**config.mk**
```make
export PLATFORM = sky130hd
export DESIGN_NAME = fctr_timer
export DESIGN_NICKNAME = d
export VERILOG_FILES = /design/src/fctr_prescale.v /design/src/fctr_channel.v /design/src/fctr_timer.v
export VERILOG_INCLUDE_DIRS = /design/src
export SDC_FILE = /design/constraint.sdc
export NUM_CORES = 1
export LEC_CHECK = 0
export ABC_AREA = 1
export BUFFER_PORTS_ARGS = -buffer_cell sky130_fd_sc_hd__buf_4
export CORE_ASPECT_RATIO = 0.6
export CORE_MARGIN = 4
export CORE_UTILIZATION = 52
export CTS_BUF_LIST = sky130_fd_sc_hd__clkbuf_4 sky130_fd_sc_hd__clkbuf_8 sky130_fd_sc_hd__clkbuf_16
export CTS_CLUSTER_SIZE = 10
export DETAILED_ROUTE_END_ITERATION = 12
export GPL_TIMING_DRIVEN = 0
export HOLD_SLACK_MARGIN = 0.08
export PLACE_DENSITY = 0.68
export SYNTH_ARGS = -nofsm -noshare
export SYNTH_HDL_FRONTEND = slang
export SYNTH_SLANG_ARGS = --single-unit
```
**constraint.sdc**
```tcl
create_clock -name clk_in -period 2.4 [get_ports clk_in]
set_clock_uncertainty 0.15 [all_clocks]
set_input_delay 0.48 -clock clk_in [delete_from_list [all_inputs] [get_ports clk_in]]
set_output_delay 0.48 -clock clk_in [all_outputs]
set_load 0.02 [all_outputs]
```
**src/fctr_defines.vh**
```
// Register map, field positions, reset values and codes of the timer
`ifndef FCTR_DEFINES_VH
`define FCTR_DEFINES_VH

// ----------------------------------------
// Word indices (byte address = 4 * index)
// ----------------------------------------
`define FCTR_WORD_STAT 6'h00
`define FCTR_WORD_CNTH 6'h01
`define FCTR_WORD_CNTL 6'h02
`define FCTR_WORD_MODH 6'h03
`define FCTR_WORD_MODL 6'h04
`define FCTR_WORD_CHSC 6'h05
`define FCTR_WORD_CHV 6'h09
`define FCTR_NUM_CH 6'h04

// ----------------------------------------
// Timer status and control fields
// ----------------------------------------
`define FCTR_ST_OVF 7
`define FCTR_ST_OVIE 6
`define FCTR_ST_HALT 5
`define FCTR_ST_CLR 4
`define FCTR_ST_PS_HI 2
`define FCTR_ST_PS_LO 0
`define FCTR_PS_EXT 3'h7

// ----------------------------------------
// Channel status and control fields
// ----------------------------------------
`define FCTR_CH_FLAG 7
`define FCTR_CH_IE 6
`define FCTR_CH_MSB 5
`define FCTR_CH_MSA 4
`define FCTR_CH_ELSB 3
`define FCTR_CH_ELSA 2
`define FCTR_CH_TOV 1
`define FCTR_CH_MAX 0
`define FCTR_CFG_MASK_ODD 7'h5F

// ----------------------------------------
// Reset values
// ----------------------------------------
`define FCTR_MOD_RESET 16'hFFFF
`define FCTR_CNT_RESET 16'h0000
`define FCTR_PS_RESET 3'h0
`define FCTR_CFG_RESET 7'h00

// ----------------------------------------
// Bus responses
// ----------------------------------------
`define FCTR_RESP_OKAY 2'h0
`define FCTR_RESP_SLVERR 2'h2

`endif

```
**src/fctr_prescale.v**
```verilog
// Timer clock prescaler with external clock pin selection
`timescale 1ns/1ps
`include "fctr_defines.vh"

module fctr_prescale
(
	// Clock and reset
	input wire clk_in,
	input wire reset_n_in,
	// Control
	input wire clear_in,
	input wire [2:0] sel_in,
	input wire ext_clk_in,
	// Timer clock enable
	output wire tick_out
);
	reg [5:0] div_r;
	reg ext_d_r;
	wire [5:0] mask;

	// ----------------------------------------
	// Divider and pin edge detect
	// ----------------------------------------
	assign mask = (6'h01 << sel_in) - 6'h01;
	assign tick_out = (sel_in == `FCTR_PS_EXT) ?
		(ext_clk_in & ~ext_d_r) : ((div_r & mask) == mask);

	always @(posedge clk_in or negedge reset_n_in)
	begin
		if (!reset_n_in)
		begin
			div_r <= 6'h00;
			ext_d_r <= 1'b0;
		end
		else
		begin
			if (clear_in)
				div_r <= 6'h00;
			else
				div_r <= div_r + 6'h01;
			ext_d_r <= ext_clk_in;
		end
	end
endmodule

```
**src/fctr_channel.v**
```verilog
// One timer channel: capture, compare, event flag and pin drive
`timescale 1ns/1ps
`include "fctr_defines.vh"

module fctr_channel
(
	// Clock and reset
	input wire clk_in,
	input wire reset_n_in,
	// Timebase
	input wire tick_in,
	input wire ovf_in,
	input wire halt_in,
	input wire [15:0] cnt_in,
	// Control
	input wire [6:0] cfg_in,
	input wire sc_rd_in,
	input wire sc_wr_in,
	input wire flag_wr_in,
	input wire [1:0] val_wr_in,
	input wire [15:0] val_data_in,
	// Pin
	input wire pin_in,
	output wire pin_out,
	output wire pin_oe_out,
	// Status
	output wire flag_out,
	output wire irq_out,
	output wire [15:0] val_out
);
	reg [15:0] val_r;
	reg flag_r;
	reg arm_r;
	reg pin_d_r;
	reg out_r;
	reg max_r;
	wire [1:0] els;
	wire msa;
	wire cmp_mode;
	wire tov;
	wire rise;
	wire fall;
	wire cap_ev;
	wire cmp_ev;
	wire ev;
	wire full;

	assign els = cfg_in[`FCTR_CH_ELSB:`FCTR_CH_ELSA];
	assign msa = cfg_in[`FCTR_CH_MSA];
	assign tov = cfg_in[`FCTR_CH_TOV];
	assign cmp_mode = cfg_in[`FCTR_CH_MSB] | msa;
	assign rise = pin_in & ~pin_d_r;
	assign fall = ~pin_in & pin_d_r;
	// Capture edges, blocked while halted
	assign cap_ev = ~cmp_mode & ~halt_in & (els != 2'b00) &
		((els[0] & rise) | (els[1] & fall));
	assign cmp_ev = cmp_mode & tick_in & (cnt_in == val_r);
	assign ev = cap_ev | cmp_ev;
	assign full = max_r & tov & (els == 2'b10);
	assign pin_oe_out = cmp_mode & (els != 2'b00);
	assign pin_out = out_r;
	assign flag_out = flag_r;
	assign irq_out = flag_r & cfg_in[`FCTR_CH_IE];
	assign val_out = val_r;

	// ----------------------------------------
	// Value register and event flag
	// ----------------------------------------
	always @(posedge clk_in or negedge reset_n_in)
	begin
		if (!reset_n_in)
		begin
			val_r <= 16'h0000;
			flag_r <= 1'b0;
			arm_r <= 1'b0;
			pin_d_r <= 1'b0;
		end
		else
		begin
			pin_d_r <= pin_in;
			if (cap_ev)
				val_r <= cnt_in;
			else
			begin
				if (val_wr_in[0])
					val_r[7:0] <= val_data_in[7:0];
				if (val_wr_in[1])
					val_r[15:8] <= val_data_in[15:8];
			end
			if (ev)
				flag_r <= 1'b1;
			else if (sc_wr_in && !flag_wr_in && arm_r)
				flag_r <= 1'b0;
			if (ev || sc_wr_in)
				arm_r <= 1'b0;
			else if (sc_rd_in && flag_r)
				arm_r <= 1'b1;
		end
	end

	// ----------------------------------------
	// Output level
	// ----------------------------------------
	always @(posedge clk_in or negedge reset_n_in)
	begin
		if (!reset_n_in)
		begin
			out_r <= 1'b1;
			max_r <= 1'b0;
		end
		else
		begin
			if (ovf_in)
				max_r <= cfg_in[`FCTR_CH_MAX];
			if (els == 2'b00)
				out_r <= ~msa;
			else if (cmp_mode && ovf_in && tov)
				out_r <= full | ~out_r;
			else if (cmp_ev)
			begin
				case (els)
				2'b01: out_r <= ~out_r;
				2'b10: out_r <= full;
				default: out_r <= 1'b1;
				endcase
			end
		end
	end
endmodule

```
**src/fctr_timer.v**
```verilog
// Four-channel timer: bus slave, counter, prescaler and channel array
//
// Decided for this implementation: register access over AXI4-Lite and the register addresses.
`timescale 1ns/1ps
`include "fctr_defines.vh"

// Contract
// - Wrap at modulo sets overflow, restarts zero
// - Overflow clears by read then zero write
// - Overflow interrupt gated by enable, reset clears
// - Halt freezes counter; halt set at reset
// - Halt blocks channel input captures
// - Clear bit zeroes counter and prescaler
// - Halt with clear holds counter at zero
// - Prescale codes pick divider or pin
// - High read latches low byte once
// - Modulo high write blocks overflow until low
// - Modulo resets all ones, counter zero
// - Channel flag set by capture or compare
// - Channel flag clears by read then zero
// - Channel enable gates channel interrupt
// - Buffer bit disables partner channel 1/3
// - Low mode bit: mode or preset level
// - Edge bits 00 leave pin to port
// - Capture edge: rising, falling or both
// - Compare action toggle, clear or set
// - Overflow toggle wins over compare
// - Full-duty bit forces high next period
module fctr_timer
(
	// Clock and reset
	input wire clk_in,
	input wire reset_n_in,
	// AXI4-Lite write address
	input wire [7:0] s_axi_awaddr_in,
	input wire s_axi_awvalid_in,
	output wire s_axi_awready_out,
	// AXI4-Lite write data
	input wire [31:0] s_axi_wdata_in,
	input wire [3:0] s_axi_wstrb_in,
	input wire s_axi_wvalid_in,
	output wire s_axi_wready_out,
	// AXI4-Lite write response
	output wire [1:0] s_axi_bresp_out,
	output wire s_axi_bvalid_out,
	input wire s_axi_bready_in,
	// AXI4-Lite read address
	input wire [7:0] s_axi_araddr_in,
	input wire s_axi_arvalid_in,
	output wire s_axi_arready_out,
	// AXI4-Lite read data
	output wire [31:0] s_axi_rdata_out,
	output wire [1:0] s_axi_rresp_out,
	output wire s_axi_rvalid_out,
	input wire s_axi_rready_in,
	// Timer pins
	input wire external_timer_clock_in,
	input wire [3:0] ch_pin_in,
	output wire [3:0] ch_pin_out,
	output wire [3:0] ch_pin_oe_out,
	// Interrupt requests
	output wire ovf_irq_out,
	output wire [3:0] ch_irq_out
);
	// Bus state
	reg aw_hold_r;
	reg w_hold_r;
	reg [5:0] waddr_r;
	reg [15:0] wdata_r;
	reg [1:0] wstrb_r;
	reg bvalid_r;
	reg [1:0] bresp_r;
	reg rvalid_r;
	reg [15:0] rdata_r;
	reg [1:0] rresp_r;
	// Timer state
	reg [15:0] cnt_r;
	reg [15:0] mod_r;
	reg mod_lock_r;
	reg [7:0] lo_buf_r;
	reg lo_latched_r;
	reg overflow_flag_r;
	reg ovf_arm_r;
	reg overflow_irq_enable_r;
	reg counter_halt_r;
	reg [2:0] prescale_select_r;
	reg [27:0] ch_cfg_r;
	// Read mux
	reg [15:0] rd_val;
	reg rd_hit;
	integer k;

	wire wr_go;
	wire ar_go;
	wire [5:0] raddr;
	wire w_stat;
	wire w_modh;
	wire w_modl;
	wire [5:0] wsc_off;
	wire [5:0] wv_off;
	wire [5:0] rsc_off;
	wire [5:0] rv_off;
	wire wsc_hit;
	wire wv_hit;
	wire rsc_hit;
	wire rv_hit;
	wire [3:0] wsc_sel;
	wire [3:0] wv_sel;
	wire [3:0] rsc_sel;
	wire clr_pls;
	wire tick;
	wire tick_g;
	wire ovf_wrap;
	wire ovf_set;
	wire [3:0] ch_dis;
	wire [27:0] ch_cfg_eff;
	wire [3:0] ch_flag;
	wire [63:0] ch_val;
	wire [31:0] sc_rd;
	wire [7:0] stat_rd;

	// ----------------------------------------
	// AXI4-Lite handshakes
	// ----------------------------------------
	assign s_axi_awready_out = ~aw_hold_r & ~bvalid_r;
	assign s_axi_wready_out = ~w_hold_r & ~bvalid_r;
	assign s_axi_bvalid_out = bvalid_r;
	assign s_axi_bresp_out = bresp_r;
	assign s_axi_arready_out = ~rvalid_r;
	assign s_axi_rvalid_out = rvalid_r;
	assign s_axi_rresp_out = rresp_r;
	assign s_axi_rdata_out = {16'h0000, rdata_r};
	assign wr_go = aw_hold_r & w_hold_r & ~bvalid_r;
	assign ar_go = s_axi_arvalid_in & ~rvalid_r;
	assign raddr = s_axi_araddr_in[7:2];

	always @(posedge clk_in or negedge reset_n_in)
	begin
		if (!reset_n_in)
		begin
			aw_hold_r <= 1'b0;
			w_hold_r <= 1'b0;
			waddr_r <= 6'h00;
			wdata_r <= 16'h0000;
			wstrb_r <= 2'h0;
			bvalid_r <= 1'b0;
			bresp_r <= `FCTR_RESP_OKAY;
		end
		else
		begin
			if (s_axi_awvalid_in && s_axi_awready_out)
			begin
				aw_hold_r <= 1'b1;
				waddr_r <= s_axi_awaddr_in[7:2];
			end
			if (s_axi_wvalid_in && s_axi_wready_out)
			begin
				w_hold_r <= 1'b1;
				wdata_r <= s_axi_wdata_in[15:0];
				wstrb_r <= s_axi_wstrb_in[1:0];
			end
			if (wr_go)
			begin
				aw_hold_r <= 1'b0;
				w_hold_r <= 1'b0;
				bvalid_r <= 1'b1;
				bresp_r <= (wsc_hit || wv_hit ||
					waddr_r <= `FCTR_WORD_MODL) ?
					`FCTR_RESP_OKAY : `FCTR_RESP_SLVERR;
			end
			else if (bvalid_r && s_axi_bready_in)
				bvalid_r <= 1'b0;
		end
	end

	always @(posedge clk_in or negedge reset_n_in)
	begin
		if (!reset_n_in)
		begin
			rvalid_r <= 1'b0;
			rdata_r <= 16'h0000;
			rresp_r <= `FCTR_RESP_OKAY;
		end
		else if (ar_go)
		begin
			rvalid_r <= 1'b1;
			rdata_r <= rd_val;
			rresp_r <= rd_hit ? `FCTR_RESP_OKAY : `FCTR_RESP_SLVERR;
		end
		else if (rvalid_r && s_axi_rready_in)
			rvalid_r <= 1'b0;
	end

	// ----------------------------------------
	// Address decode
	// ----------------------------------------
	assign w_stat = wr_go & wstrb_r[0] & (waddr_r == `FCTR_WORD_STAT);
	assign w_modh = wr_go & wstrb_r[0] & (waddr_r == `FCTR_WORD_MODH);
	assign w_modl = wr_go & wstrb_r[0] & (waddr_r == `FCTR_WORD_MODL);
	assign wsc_off = waddr_r - `FCTR_WORD_CHSC;
	assign wv_off = waddr_r - `FCTR_WORD_CHV;
	assign rsc_off = raddr - `FCTR_WORD_CHSC;
	assign rv_off = raddr - `FCTR_WORD_CHV;
	assign wsc_hit = wsc_off < `FCTR_NUM_CH;
	assign wv_hit = wv_off < `FCTR_NUM_CH;
	assign rsc_hit = rsc_off < `FCTR_NUM_CH;
	assign rv_hit = rv_off < `FCTR_NUM_CH;
	assign wsc_sel = (wr_go & wsc_hit & wstrb_r[0]) ?
		(4'h1 << wsc_off[1:0]) : 4'h0;
	assign wv_sel = (wr_go & wv_hit) ? (4'h1 << wv_off[1:0]) : 4'h0;
	assign rsc_sel = (ar_go & rsc_hit) ? (4'h1 << rsc_off[1:0]) : 4'h0;

	// ----------------------------------------
	// Read mux
	// ----------------------------------------
	assign stat_rd = {overflow_flag_r, overflow_irq_enable_r,
		counter_halt_r, 2'b00, prescale_select_r};

	always @*
	begin
		rd_val = 16'h0000;
		rd_hit = 1'b1;
		case (raddr)
		`FCTR_WORD_STAT: rd_val = {8'h00, stat_rd};
		`FCTR_WORD_CNTH: rd_val = {8'h00, cnt_r[15:8]};
		`FCTR_WORD_CNTL:
			rd_val = {8'h00, lo_latched_r ? lo_buf_r : cnt_r[7:0]};
		`FCTR_WORD_MODH: rd_val = {8'h00, mod_r[15:8]};
		`FCTR_WORD_MODL: rd_val = {8'h00, mod_r[7:0]};
		default:
		begin
			if (rsc_hit)
				rd_val = {8'h00, sc_rd[{rsc_off[1:0], 3'b000} +: 8]};
			else if (rv_hit)
				rd_val = ch_val[{rv_off[1:0], 4'h0} +: 16];
			else
				rd_hit = 1'b0;
		end
		endcase
	end

	// ----------------------------------------
	// Status and control, modulo
	// ----------------------------------------
	assign clr_pls = w_stat & wdata_r[`FCTR_ST_CLR];

	always @(posedge clk_in or negedge reset_n_in)
	begin
		if (!reset_n_in)
		begin
			overflow_irq_enable_r <= 1'b0;
			counter_halt_r <= 1'b1;
			prescale_select_r <= `FCTR_PS_RESET;
			mod_r <= `FCTR_MOD_RESET;
			mod_lock_r <= 1'b0;
		end
		else
		begin
			if (w_stat)
			begin
				overflow_irq_enable_r <= wdata_r[`FCTR_ST_OVIE];
				counter_halt_r <= wdata_r[`FCTR_ST_HALT];
				prescale_select_r <=
					wdata_r[`FCTR_ST_PS_HI:`FCTR_ST_PS_LO];
			end
			if (w_modh)
			begin
				mod_r[15:8] <= wdata_r[7:0];
				mod_lock_r <= 1'b1;
			end
			if (w_modl)
			begin
				mod_r[7:0] <= wdata_r[7:0];
				mod_lock_r <= 1'b0;
			end
		end
	end

	// ----------------------------------------
	// Overflow flag
	// ----------------------------------------
	assign ovf_set = ovf_wrap & ~mod_lock_r;
	assign ovf_irq_out = overflow_flag_r & overflow_irq_enable_r;

	always @(posedge clk_in or negedge reset_n_in)
	begin
		if (!reset_n_in)
		begin
			overflow_flag_r <= 1'b0;
			ovf_arm_r <= 1'b0;
		end
		else
		begin
			if (ovf_set)
				overflow_flag_r <= 1'b1;
			else if (w_stat && !wdata_r[`FCTR_ST_OVF] && ovf_arm_r)
				overflow_flag_r <= 1'b0;
			if (ovf_set || w_stat)
				ovf_arm_r <= 1'b0;
			else if (ar_go && raddr == `FCTR_WORD_STAT && overflow_flag_r)
				ovf_arm_r <= 1'b1;
		end
	end

	// ----------------------------------------
	// Counter and read buffer
	// ----------------------------------------
	fctr_prescale u_prescale
	(
		.clk_in(clk_in),
		.reset_n_in(reset_n_in),
		.clear_in(clr_pls),
		.sel_in(prescale_select_r),
		.ext_clk_in(external_timer_clock_in),
		.tick_out(tick)
	);

	assign tick_g = tick & ~counter_halt_r;
	assign ovf_wrap = tick_g & (cnt_r == mod_r);

	always @(posedge clk_in or negedge reset_n_in)
	begin
		if (!reset_n_in)
		begin
			cnt_r <= `FCTR_CNT_RESET;
			lo_buf_r <= 8'h00;
			lo_latched_r <= 1'b0;
		end
		else
		begin
			if (clr_pls)
				cnt_r <= `FCTR_CNT_RESET;
			else if (ovf_wrap)
				cnt_r <= `FCTR_CNT_RESET;
			else if (tick_g)
				cnt_r <= cnt_r + 16'h0001;
			if (clr_pls)
				lo_latched_r <= 1'b0;
			else if (ar_go && raddr == `FCTR_WORD_CNTH && !lo_latched_r)
			begin
				lo_buf_r <= cnt_r[7:0];
				lo_latched_r <= 1'b1;
			end
			else if (ar_go && raddr == `FCTR_WORD_CNTL)
				lo_latched_r <= 1'b0;
		end
	end

	// ----------------------------------------
	// Channel configuration
	// ----------------------------------------
	assign ch_dis = {ch_cfg_r[7 * 2 + `FCTR_CH_MSB], 1'b0,
		ch_cfg_r[`FCTR_CH_MSB], 1'b0};

	always @(posedge clk_in or negedge reset_n_in)
	begin
		if (!reset_n_in)
			ch_cfg_r <= {4{`FCTR_CFG_RESET}};
		else
		begin
			for (k = 0; k < 4; k = k + 1)
			begin
				if (wsc_sel[k] && !ch_dis[k])
					ch_cfg_r[k * 7 +: 7] <= (k % 2 == 1) ?
						(wdata_r[6:0] & `FCTR_CFG_MASK_ODD) :
						wdata_r[6:0];
			end
		end
	end

	// ----------------------------------------
	// Channel array
	// ----------------------------------------
	genvar i;
	generate
		for (i = 0; i < 4; i = i + 1)
		begin : g_ch
			assign ch_cfg_eff[i * 7 +: 7] =
				ch_dis[i] ? 7'h00 : ch_cfg_r[i * 7 +: 7];
			assign sc_rd[i * 8 +: 8] = ch_dis[i] ? 8'h00 :
				{ch_flag[i], ch_cfg_r[i * 7 +: 7]};

			fctr_channel u_ch
			(
				.clk_in(clk_in),
				.reset_n_in(reset_n_in),
				.tick_in(tick_g),
				.ovf_in(ovf_wrap),
				.halt_in(counter_halt_r),
				.cnt_in(cnt_r),
				.cfg_in(ch_cfg_eff[i * 7 +: 7]),
				.sc_rd_in(rsc_sel[i] & ~ch_dis[i]),
				.sc_wr_in(wsc_sel[i] & ~ch_dis[i]),
				.flag_wr_in(wdata_r[`FCTR_CH_FLAG]),
				.val_wr_in(wstrb_r & {2{wv_sel[i]}}),
				.val_data_in(wdata_r),
				.pin_in(ch_pin_in[i]),
				.pin_out(ch_pin_out[i]),
				.pin_oe_out(ch_pin_oe_out[i]),
				.flag_out(ch_flag[i]),
				.irq_out(ch_irq_out[i]),
				.val_out(ch_val[i * 16 +: 16])
			);
		end
	endgenerate
endmodule

```
== After elaboration in Yosys (flattened, before gate mapping) ==
Cells that the tools add are included.

* Register bits: 214
* Logic and storage cells: 387
* Bits of input ports: 64

* Muxes and demuxes: 82
* Order comparisons: 5
* Bitwise operators: 126
* Equality and inequality tests: 21
* Reductions and logical operators: 85
* Shift-type cells: 6
* Add/subtract/negate cells: 7

{| class="wikitable"
|+ Operators with widths
! cell !! count
|-
| 16-bit 2-to-1 mux || 9
|-
| 8-bit 2-to-1 mux || 11
|-
| 16-bit == test || 5
|-
| 16-bit case mux with 5 select lines || 1
|-
| 1-bit bitwise AND || 75
|-
| 64-bit by 7-bit variable part select with 16-bit output || 1
|-
| 2-bit nonzero test || 27
|-
| 1-bit 2-to-1 mux || 49
|-
| 1-bit logical AND || 33
|-
| 32-bit by 6-bit variable part select with 8-bit output || 1
|-
| 1-bit NOT || 30
|-
| 6-bit by 3-bit less-than comparator with 1-bit output, second input constant || 4
|-
| 6-bit by 2-bit == test with 1-bit output, second input constant || 3
|-
| 3-bit nonzero test || 6
|-
| 16-bit by 1-bit adder with 16-bit output, second input constant || 1
|-
| 1-bit OR || 16
|-
| 7-bit 2-to-1 mux || 2
|-
| 6-bit by 3-bit == test with 1-bit output, second input constant || 2
|-
| 6-bit zero test || 2
|-
| 4-bit 2-to-1 mux || 3
|-
| 1-bit by 2-bit << shifter with 4-bit output, first input constant || 3
|-
| 6-bit by 3-bit subtractor with 6-bit output, second input constant || 2
|-
| 6-bit by 4-bit subtractor with 6-bit output, second input constant || 2
|-
| 2-bit bitwise AND || 4
|-
| 18 further kinds || 40
|}

== Depth between registers and ports, before layout ==
* Depth in word-level cells: 11
* Gate-level depth with buffers: 14

== By module ==
Synthesis repeated with hierarchy kept, for this count alone.

* Cells, all modules: 1,943
* Area, all modules: 14,009.7 um^2

{| class="wikitable"
|+ Modules (own cells, without submodules)
! module !! cells each !! seq. area each (um^2) !! times used !! area each (um^2)
|-
| fctr_timer || 1,117 || 3,049.2 || 1 || 7,709.9
|-
| fctr_channel || 194 || 526.8 || 4 || 1,481.4
|-
| fctr_prescale || 50 || 175.2 || 1 || 374.1
|}

== Worst setup path before layout ==
Ideal clock, no wire load.

* Kind: input port to flip-flop
* Start: in s_axi_araddr_in[2]
* End: reg rdata_r[4]
* Data required time: 2.123 ns
* Slack: -0.127 ns
* Path buffers: 4
* Stages: 14
* Arrival time: 2.251 ns
* Cell sequence: buf_2 inv_1 clkbuf_1 ha_1 buf_2 inv_1 clkbuf_1 a21oi_1 o21ai_0 nand2_1 nand3_1 nand2_1 o211ai_1 a21oi_1

* Longest elaborated chain between the ends: 5
* Elaborated cells between the ends (all ways): 14

{| class="wikitable"
|+ RTL lines
! element !! line !! text
|-
| from (decl) || fctr_timer.v:48 || <nowiki>input wire [7:0] s_axi_araddr_in,</nowiki>
|-
| 6-bit by 4-bit subtractor with 6-bit output (no source line) || n/a ||
|-
| 64-bit by 7-bit variable part select with 16-bit output or 6-bit by 3-bit less-than comparator with 1-bit output (tied branches) || n/a ||
|-
| 16-bit 2-to-1 mux || fctr_timer.v:234 || <nowiki>else if (rv_hit)</nowiki>
|-
| 16-bit 2-to-1 mux || fctr_timer.v:232 || <nowiki>if (rsc_hit)</nowiki>
|-
| 16-bit case mux with 5 select lines (*) || fctr_timer.v:223 || <nowiki>case (raddr)</nowiki>
|-
| to (signal assigned) || fctr_timer.v:187 || <nowiki>rdata_r <= rd_val;</nowiki>
|-
| to (decl) || fctr_timer.v:74 || <nowiki>reg [15:0] rdata_r;</nowiki>
|}

Every way passes the cells marked *; elsewhere a longest branch is shown, timed or not.
A chain may end at the register's enable or synchronous reset.

== Worst setup path in the final report ==
* Start: reg ch_cfg_r[5]
* End: out ch_pin_oe_out[0]

* Longest elaborated chain between the ends: 2

{| class="wikitable"
|+ RTL lines
! element !! line !! text
|-
| from (decl) || fctr_timer.v:87 || <nowiki>reg [27:0] ch_cfg_r;</nowiki>
|-
| from (signal assigned) || fctr_timer.v:358 || <nowiki>ch_cfg_r <= {4{`FCTR_CFG_RESET}};</nowiki>
|-
| from (signal, indexed assignment) || fctr_timer.v:364 || <nowiki>ch_cfg_r[k * 7 +: 7] <= (k % 2 == 1) ?</nowiki>
|-
| 1-bit OR || fctr_channel.v:51 || <nowiki>assign cmp_mode = cfg_in[`FCTR_CH_MSB] | msa;</nowiki>
|-
| 1-bit bitwise AND || fctr_channel.v:60 || <nowiki>assign pin_oe_out = cmp_mode & (els != 2'b00);</nowiki>
|-
| to (decl) || fctr_timer.v:60 || <nowiki>output wire [3:0] ch_pin_oe_out,</nowiki>
|}

No other way between the ends.

==> report_table.html <==
<table>
<tr><th>Metric</th><th>Value</th></tr>
<tr><th colspan="2">Worst hold path</th></tr>
<tr><td>Worst min path class</td><td>input pin to flip-flop</td></tr>
<tr><th colspan="2">Power</th></tr>
<tr><td>Share of total power consumed by net switching</td><td>0.450</td></tr>
<tr><td>Sequential share of power</td><td>0.344</td></tr>
<tr><td>Leakage power</td><td>7.54 nW</td></tr>
<tr><td>Total internal power</td><td>9.54 mW</td></tr>
<tr><td>Clock share of power</td><td>0.224</td></tr>
<tr><td>Worst supply voltage drop on vdd</td><td>812 uV</td></tr>
<tr><td>Pwr Density</td><td>1110 mW/mm^2</td></tr>
<tr><td>Power Total</td><td>17.3 mW</td></tr>
<tr><td>Switching power of the nets</td><td>7.80 mW</td></tr>
<tr><td>Comb pwr share</td><td>0.432</td></tr>
<tr><th colspan="2">Cells and area</th></tr>
<tr><td>Area occupied by multi-input gates</td><td>0.00637 mm^2</td></tr>
<tr><td>Area growth syn-to-layout</td><td>19.6%</td></tr>
<tr><td>Sequential cell area</td><td>0.00533 mm^2</td></tr>
<tr><td>Post-route cell area</td><td>0.0156 mm^2</td></tr>
<tr><td>Share of post-route cells with drive strength above 1</td><td>0.190</td></tr>
<tr><td>Net count of the finished layout</td><td>2011</td></tr>
<tr><td>Fill cell total of the finished layout</td><td>~2200</td></tr>
<tr><td>Non-filler cells in the finished layout</td><td>2270</td></tr>
<tr><th colspan="2">Timing</th></tr>
<tr><td>Endpoints failing hold</td><td>0</td></tr>
<tr><td>Number of pins exceeding their max-slew limit in the final report</td><td>0</td></tr>
<tr><td>Post-route worst setup slack</td><td>26.0 ps</td></tr>
<tr><td>Transition time of the tightest slew-check pin</td><td>1040 ps</td></tr>
<tr><td>RSZ-0062 raised after global routing</td><td>true</td></tr>
<tr><td>Tightest slew margin relative to the limit</td><td>0.306</td></tr>
<tr><td>Time the final worst path needs with I/O delays and setup</td><td>2370 ps</td></tr>
<tr><td>Final worst path period share</td><td>0.989</td></tr>
<tr><td>Worst hold slack</td><td>approximately 130 ps</td></tr>
<tr><td>Fmax</td><td>421 MHz</td></tr>
<tr><td>Final number of setup-violating endpoints</td><td>0</td></tr>
<tr><th colspan="2">Placed design</th></tr>
<tr><td>Final Wtd Congestion</td><td>1.04</td></tr>
<tr><td>Placement Setup Slack</td><td>-892 ps</td></tr>
<tr><td>Total instance count after detailed placement</td><td>between 2000 and 2500</td></tr>
<tr><td>Placed standard-cell area</td><td>0.0141 mm^2</td></tr>
<tr><td>Buffers on Ports</td><td>77</td></tr>
<tr><td>HPWL after DPL</td><td>around 36000 um</td></tr>
<tr><th colspan="2">Floorplan</th></tr>
<tr><td>Count of boundary I/O pins</td><td>118</td></tr>
<tr><td>Die area</td><td>0.0277 mm^2</td></tr>
<tr><td>Standard-cell rows</td><td>44</td></tr>
<tr><td>Chip Height</td><td>about 130 um</td></tr>
<tr><td>Initial core utilization</td><td>0.533</td></tr>
<tr><td>Overall die width</td><td>212 um</td></tr>
<tr><td>Area of the core region</td><td>0.0244 mm^2</td></tr>
<tr><th colspan="2">Critical path</th></tr>
<tr><td>Crit path launch type</td><td>flip-flop</td></tr>
<tr><td>Critical path, cell by cell</td><td>buf_6, clkinvlp_4, nand2_4, inv_1, nor2_1, buf_4, buf_4</td></tr>
<tr><td>Most numerous cell on the critical path</td><td>buf_4</td></tr>
<tr><td>Critical Path Sink Type</td><td>output pin</td></tr>
<tr><td>Slowest cell on the critical path</td><td>dfrtp_1</td></tr>
<tr><td>Worst endpoint required time</td><td>approximately 1800 ps</td></tr>
<tr><td>Worst path arrival time</td><td>1740 ps</td></tr>
<tr><td>Critical path class</td><td>flip-flop to output pin</td></tr>
<tr><td>Highest cell delay on the worst timing path</td><td>approximately 340 ps</td></tr>
<tr><td>Maximum fanout along the worst path</td><td>6</td></tr>
<tr><th colspan="2">Clock network</th></tr>
<tr><td>Maximum count of clock buffers along a single path</td><td>3</td></tr>
<tr><td>CTS root buf</td><td>clkbuf_16</td></tr>
<tr><td>CTS tree</td><td>yes</td></tr>
<tr><td>Worst skew pair latency</td><td>550 ps</td></tr>
<tr><td>TritonCTS Buffers</td><td>25</td></tr>
<tr><td>Clock-pin transition on the worst setup and hold timing paths</td><td>70 ps</td></tr>
<tr><td>Max H-tree Level</td><td>1</td></tr>
<tr><td>Total number of clock tree sinks</td><td>212</td></tr>
<tr><th colspan="2">Synthesis</th></tr>
<tr><td>Flop and latch count out of synthesis</td><td>212</td></tr>
<tr><td>Count of warnings emitted by yosys</td><td>0</td></tr>
<tr><td>Average cell area after synthesis</td><td>about 7.4 um^2</td></tr>
<tr><td>Combined area of all synthesized cells</td><td>0.0130 mm^2</td></tr>
<tr><td>Library cell occupying the most area in the post-synthesis netlist</td><td>dfrtp_1</td></tr>
<tr><td>Seq/Total Area, Yosys</td><td>0.410</td></tr>
<tr><td>Number of unique standard cell types used by synthesis</td><td>53</td></tr>
<tr><td>Instance count of the mapped netlist</td><td>1752</td></tr>
<tr><td>Main area contributors after synthesis</td><td>dfrtp_1 (37%), nand2_1 (15%), o21ai_0 (8.9%), inv_1 (5.0%), dfstp_2 (4.2%)</td></tr>
<tr><td>Share of Yosys cell area claimed by the top area cell type</td><td>0.367</td></tr>
<tr><th colspan="2">Drt</th></tr>
<tr><td>DRC viols</td><td>0</td></tr>
<tr><td>Number of iterations in the first detailed-routing pass</td><td>6</td></tr>
<tr><td>Per-cell via count in the routed design</td><td>between 5 and 6</td></tr>
<tr><td>Routed wire length per instance</td><td>around 21 um</td></tr>
<tr><td>Total detailed-routing wirelength</td><td>roughly 49000 um</td></tr>
<tr><td>Initial DRC count</td><td>2042</td></tr>
<tr><td>Via count of the routed design</td><td>13100</td></tr>
<tr><td>Remaining antenna violation count after routing</td><td>0</td></tr>
<tr><th colspan="2">Global route</th></tr>
<tr><td>GRT Total Usage</td><td>0.347</td></tr>
<tr><td>Vias in the first global route</td><td>11900</td></tr>
<tr><td>Maximum number of pins on one net before global-route repair</td><td>88</td></tr>
<tr><td>First-pass GRT wire length</td><td>72100 um</td></tr>
<tr><td>Residual overflow from global routing</td><td>0</td></tr>
<tr><td>Antenna violations before repair</td><td>0</td></tr>
<tr><th colspan="2">Outcome</th></tr>
<tr><td>Status</td><td>complete, no violations</td></tr>
<tr><th colspan="2">Flow run</th></tr>
<tr><td>Number of maximum-capacitance constraint violations</td><td>0</td></tr>
</table>
metal layers:
| metal | part of all wire | vias to the layer above | global-route usage | wire length, um |
|---|---|---|---|---|
| met5 | 0 | - | 0.00345 | 0 |
| met1 | 0.42 | 6126 | 0.520 | 20600 |
| met2 | 0.39 | 894 | 0.465 | 18800 |
| met4 | 0.022 | 0 | 0.0705 | 1050 |
| met3 | 0.17 | 79 | 0.148 | 8230 |
| li1 | - | 5992 | - | - |
synthesized netlist by cell type (all sizes together):
library cell,count
o2111ai,1
o221ai,3
ha,19
nor2,141
buf,85
xnor2,10
mux2,13
o22ai,7
clkinv,3
nor3b,2
or2,4
dfstp,21
o211ai,36
dfrtp,191
o21ai,257
a21oi,85
inv,190
nand3,61
conb,1
clkbuf,21
o21a,5
nand4,19
nand2,518
o31ai,4
a31oi,5
nor3,33
xor2,10
nand3b,3
and3,2
nor4,2
cell families after synthesis:
kind of cell,Yosys count,share of synthesized area
compound gates,403,0.172
xor+xnor,20,0.0135
fa+ha+maj,19,0.0183
buf+inv,299,0.111
flops,212,0.410
mux,13,0.0113
other cells,1,0.000288
simple gates,785,0.264
power groups by stage:
| stage | Sequential [mW] | Combinational (mW) | Clock [mW] |
|---|---|---|---|
| global route | 6.04 | 8.17 | 4.06 |
| detailed placement | 5.88 | 6.90 | 0 |
| global placement | 5.87 | 6.77 | 0 |
| CTS | 5.86 | 7.06 | 3.91 |
| floorplan | 5.51 | 4.62 | 0 |
| finish | 5.97 | 7.49 | 3.88 |
placed cells by master, fill, tap and decap left out, drive strengths merged, types with 2 or more instances in the layout:
master,netlist,layout
nand2,518,518
o21ai,257,257
dfrtp,191,191
inv,190,189
buf,85,186
nor2,141,141
a21oi,85,85
clkbuf,21,64
nand3,61,61
o211ai,36,36
nor3,33,33
dlygate4sd3,0,32
dfstp,21,21
nand4,19,19
ha,19,19
conb,1,18
mux2,13,13
xor2,10,10
xnor2,10,10
o22ai,7,7
a31oi,5,5
o21a,5,5
clkinvlp,0,4
or2,4,4
o31ai,4,4
o221ai,3,3
nand3b,3,3
and3,2,2
nor3b,2,2
nor4,2,2
worst max-delay path: cells and delay by family, from the launching register on:
family / cells / cell delay (ps)
AND/OR/NAND/NOR: 2 / 220
buffers and inverters: 5 / 630
flip-flops: 1 / 340
registers in the layout (all words and copies together) (netlist names), 6 cells and up:
name	count
wdata_r	16
u_prescale.div_r	6
cnt_r	16
ch_cfg_r	26
g_ch.u_ch.val_out	64
mod_r	16
waddr_r	6
lo_buf_r	8
rdata_r	16
final timing paths:
check / startpoint / to / slack (ps) / cells after the start
worst min register to register: ch_cfg_r[22] / ch_cfg_r[22] / 330 / 2
worst min-delay path: s_axi_araddr_in[7] / s_axi_rresp_out[1] / 130 / 3
worst max register to register: cnt_r[1] / cnt_r[5] / 80 / 11
min in group asynchronous: reset_n_in / g_ch[2].u_ch.val_out[9] / 290 / 2
worst max-delay path: ch_cfg_r[5] / ch_pin_oe_out[0] / 30 / 7
max in group asynchronous: reset_n_in / g_ch[1].u_ch.pin_out / 600 / 4
what timing repair did:
action	CTS	global route
hold buffers	32	0
setup endpoints to repair	23	83
setup buffers	6	17
pin swaps	3	13
resized for setup	19	28
hold endpoints to repair	86	0
final cells by class:
| class | count | share of cell area |
|---|---|---|
| multi-input combinational | 1258 | 0.410 |
| clock buffer | 44 | 0.0498 |
| inverter | 193 | 0.0486 |
| tap | 322 | 0.0259 |
| timing repair buffer | 134 | 0.0741 |
| antenna | 1 | 0.000161 |
| clock inverter | 2 | 0.00322 |
| sequential | 212 | 0.343 |
| buffer | 104 | 0.0460 |
metrics by stage:
stage	util	setup TNS (ps)
3_5_place_dp	0.579	-12740
4_1_cts	0.630	0
6_report	0.638	0
2_1_floorplan	-	0
3_3_place_gp	0.576	-186600
5_1_grt	0.638	-101
No activity file was read; power rests on OpenSTA's default activity.
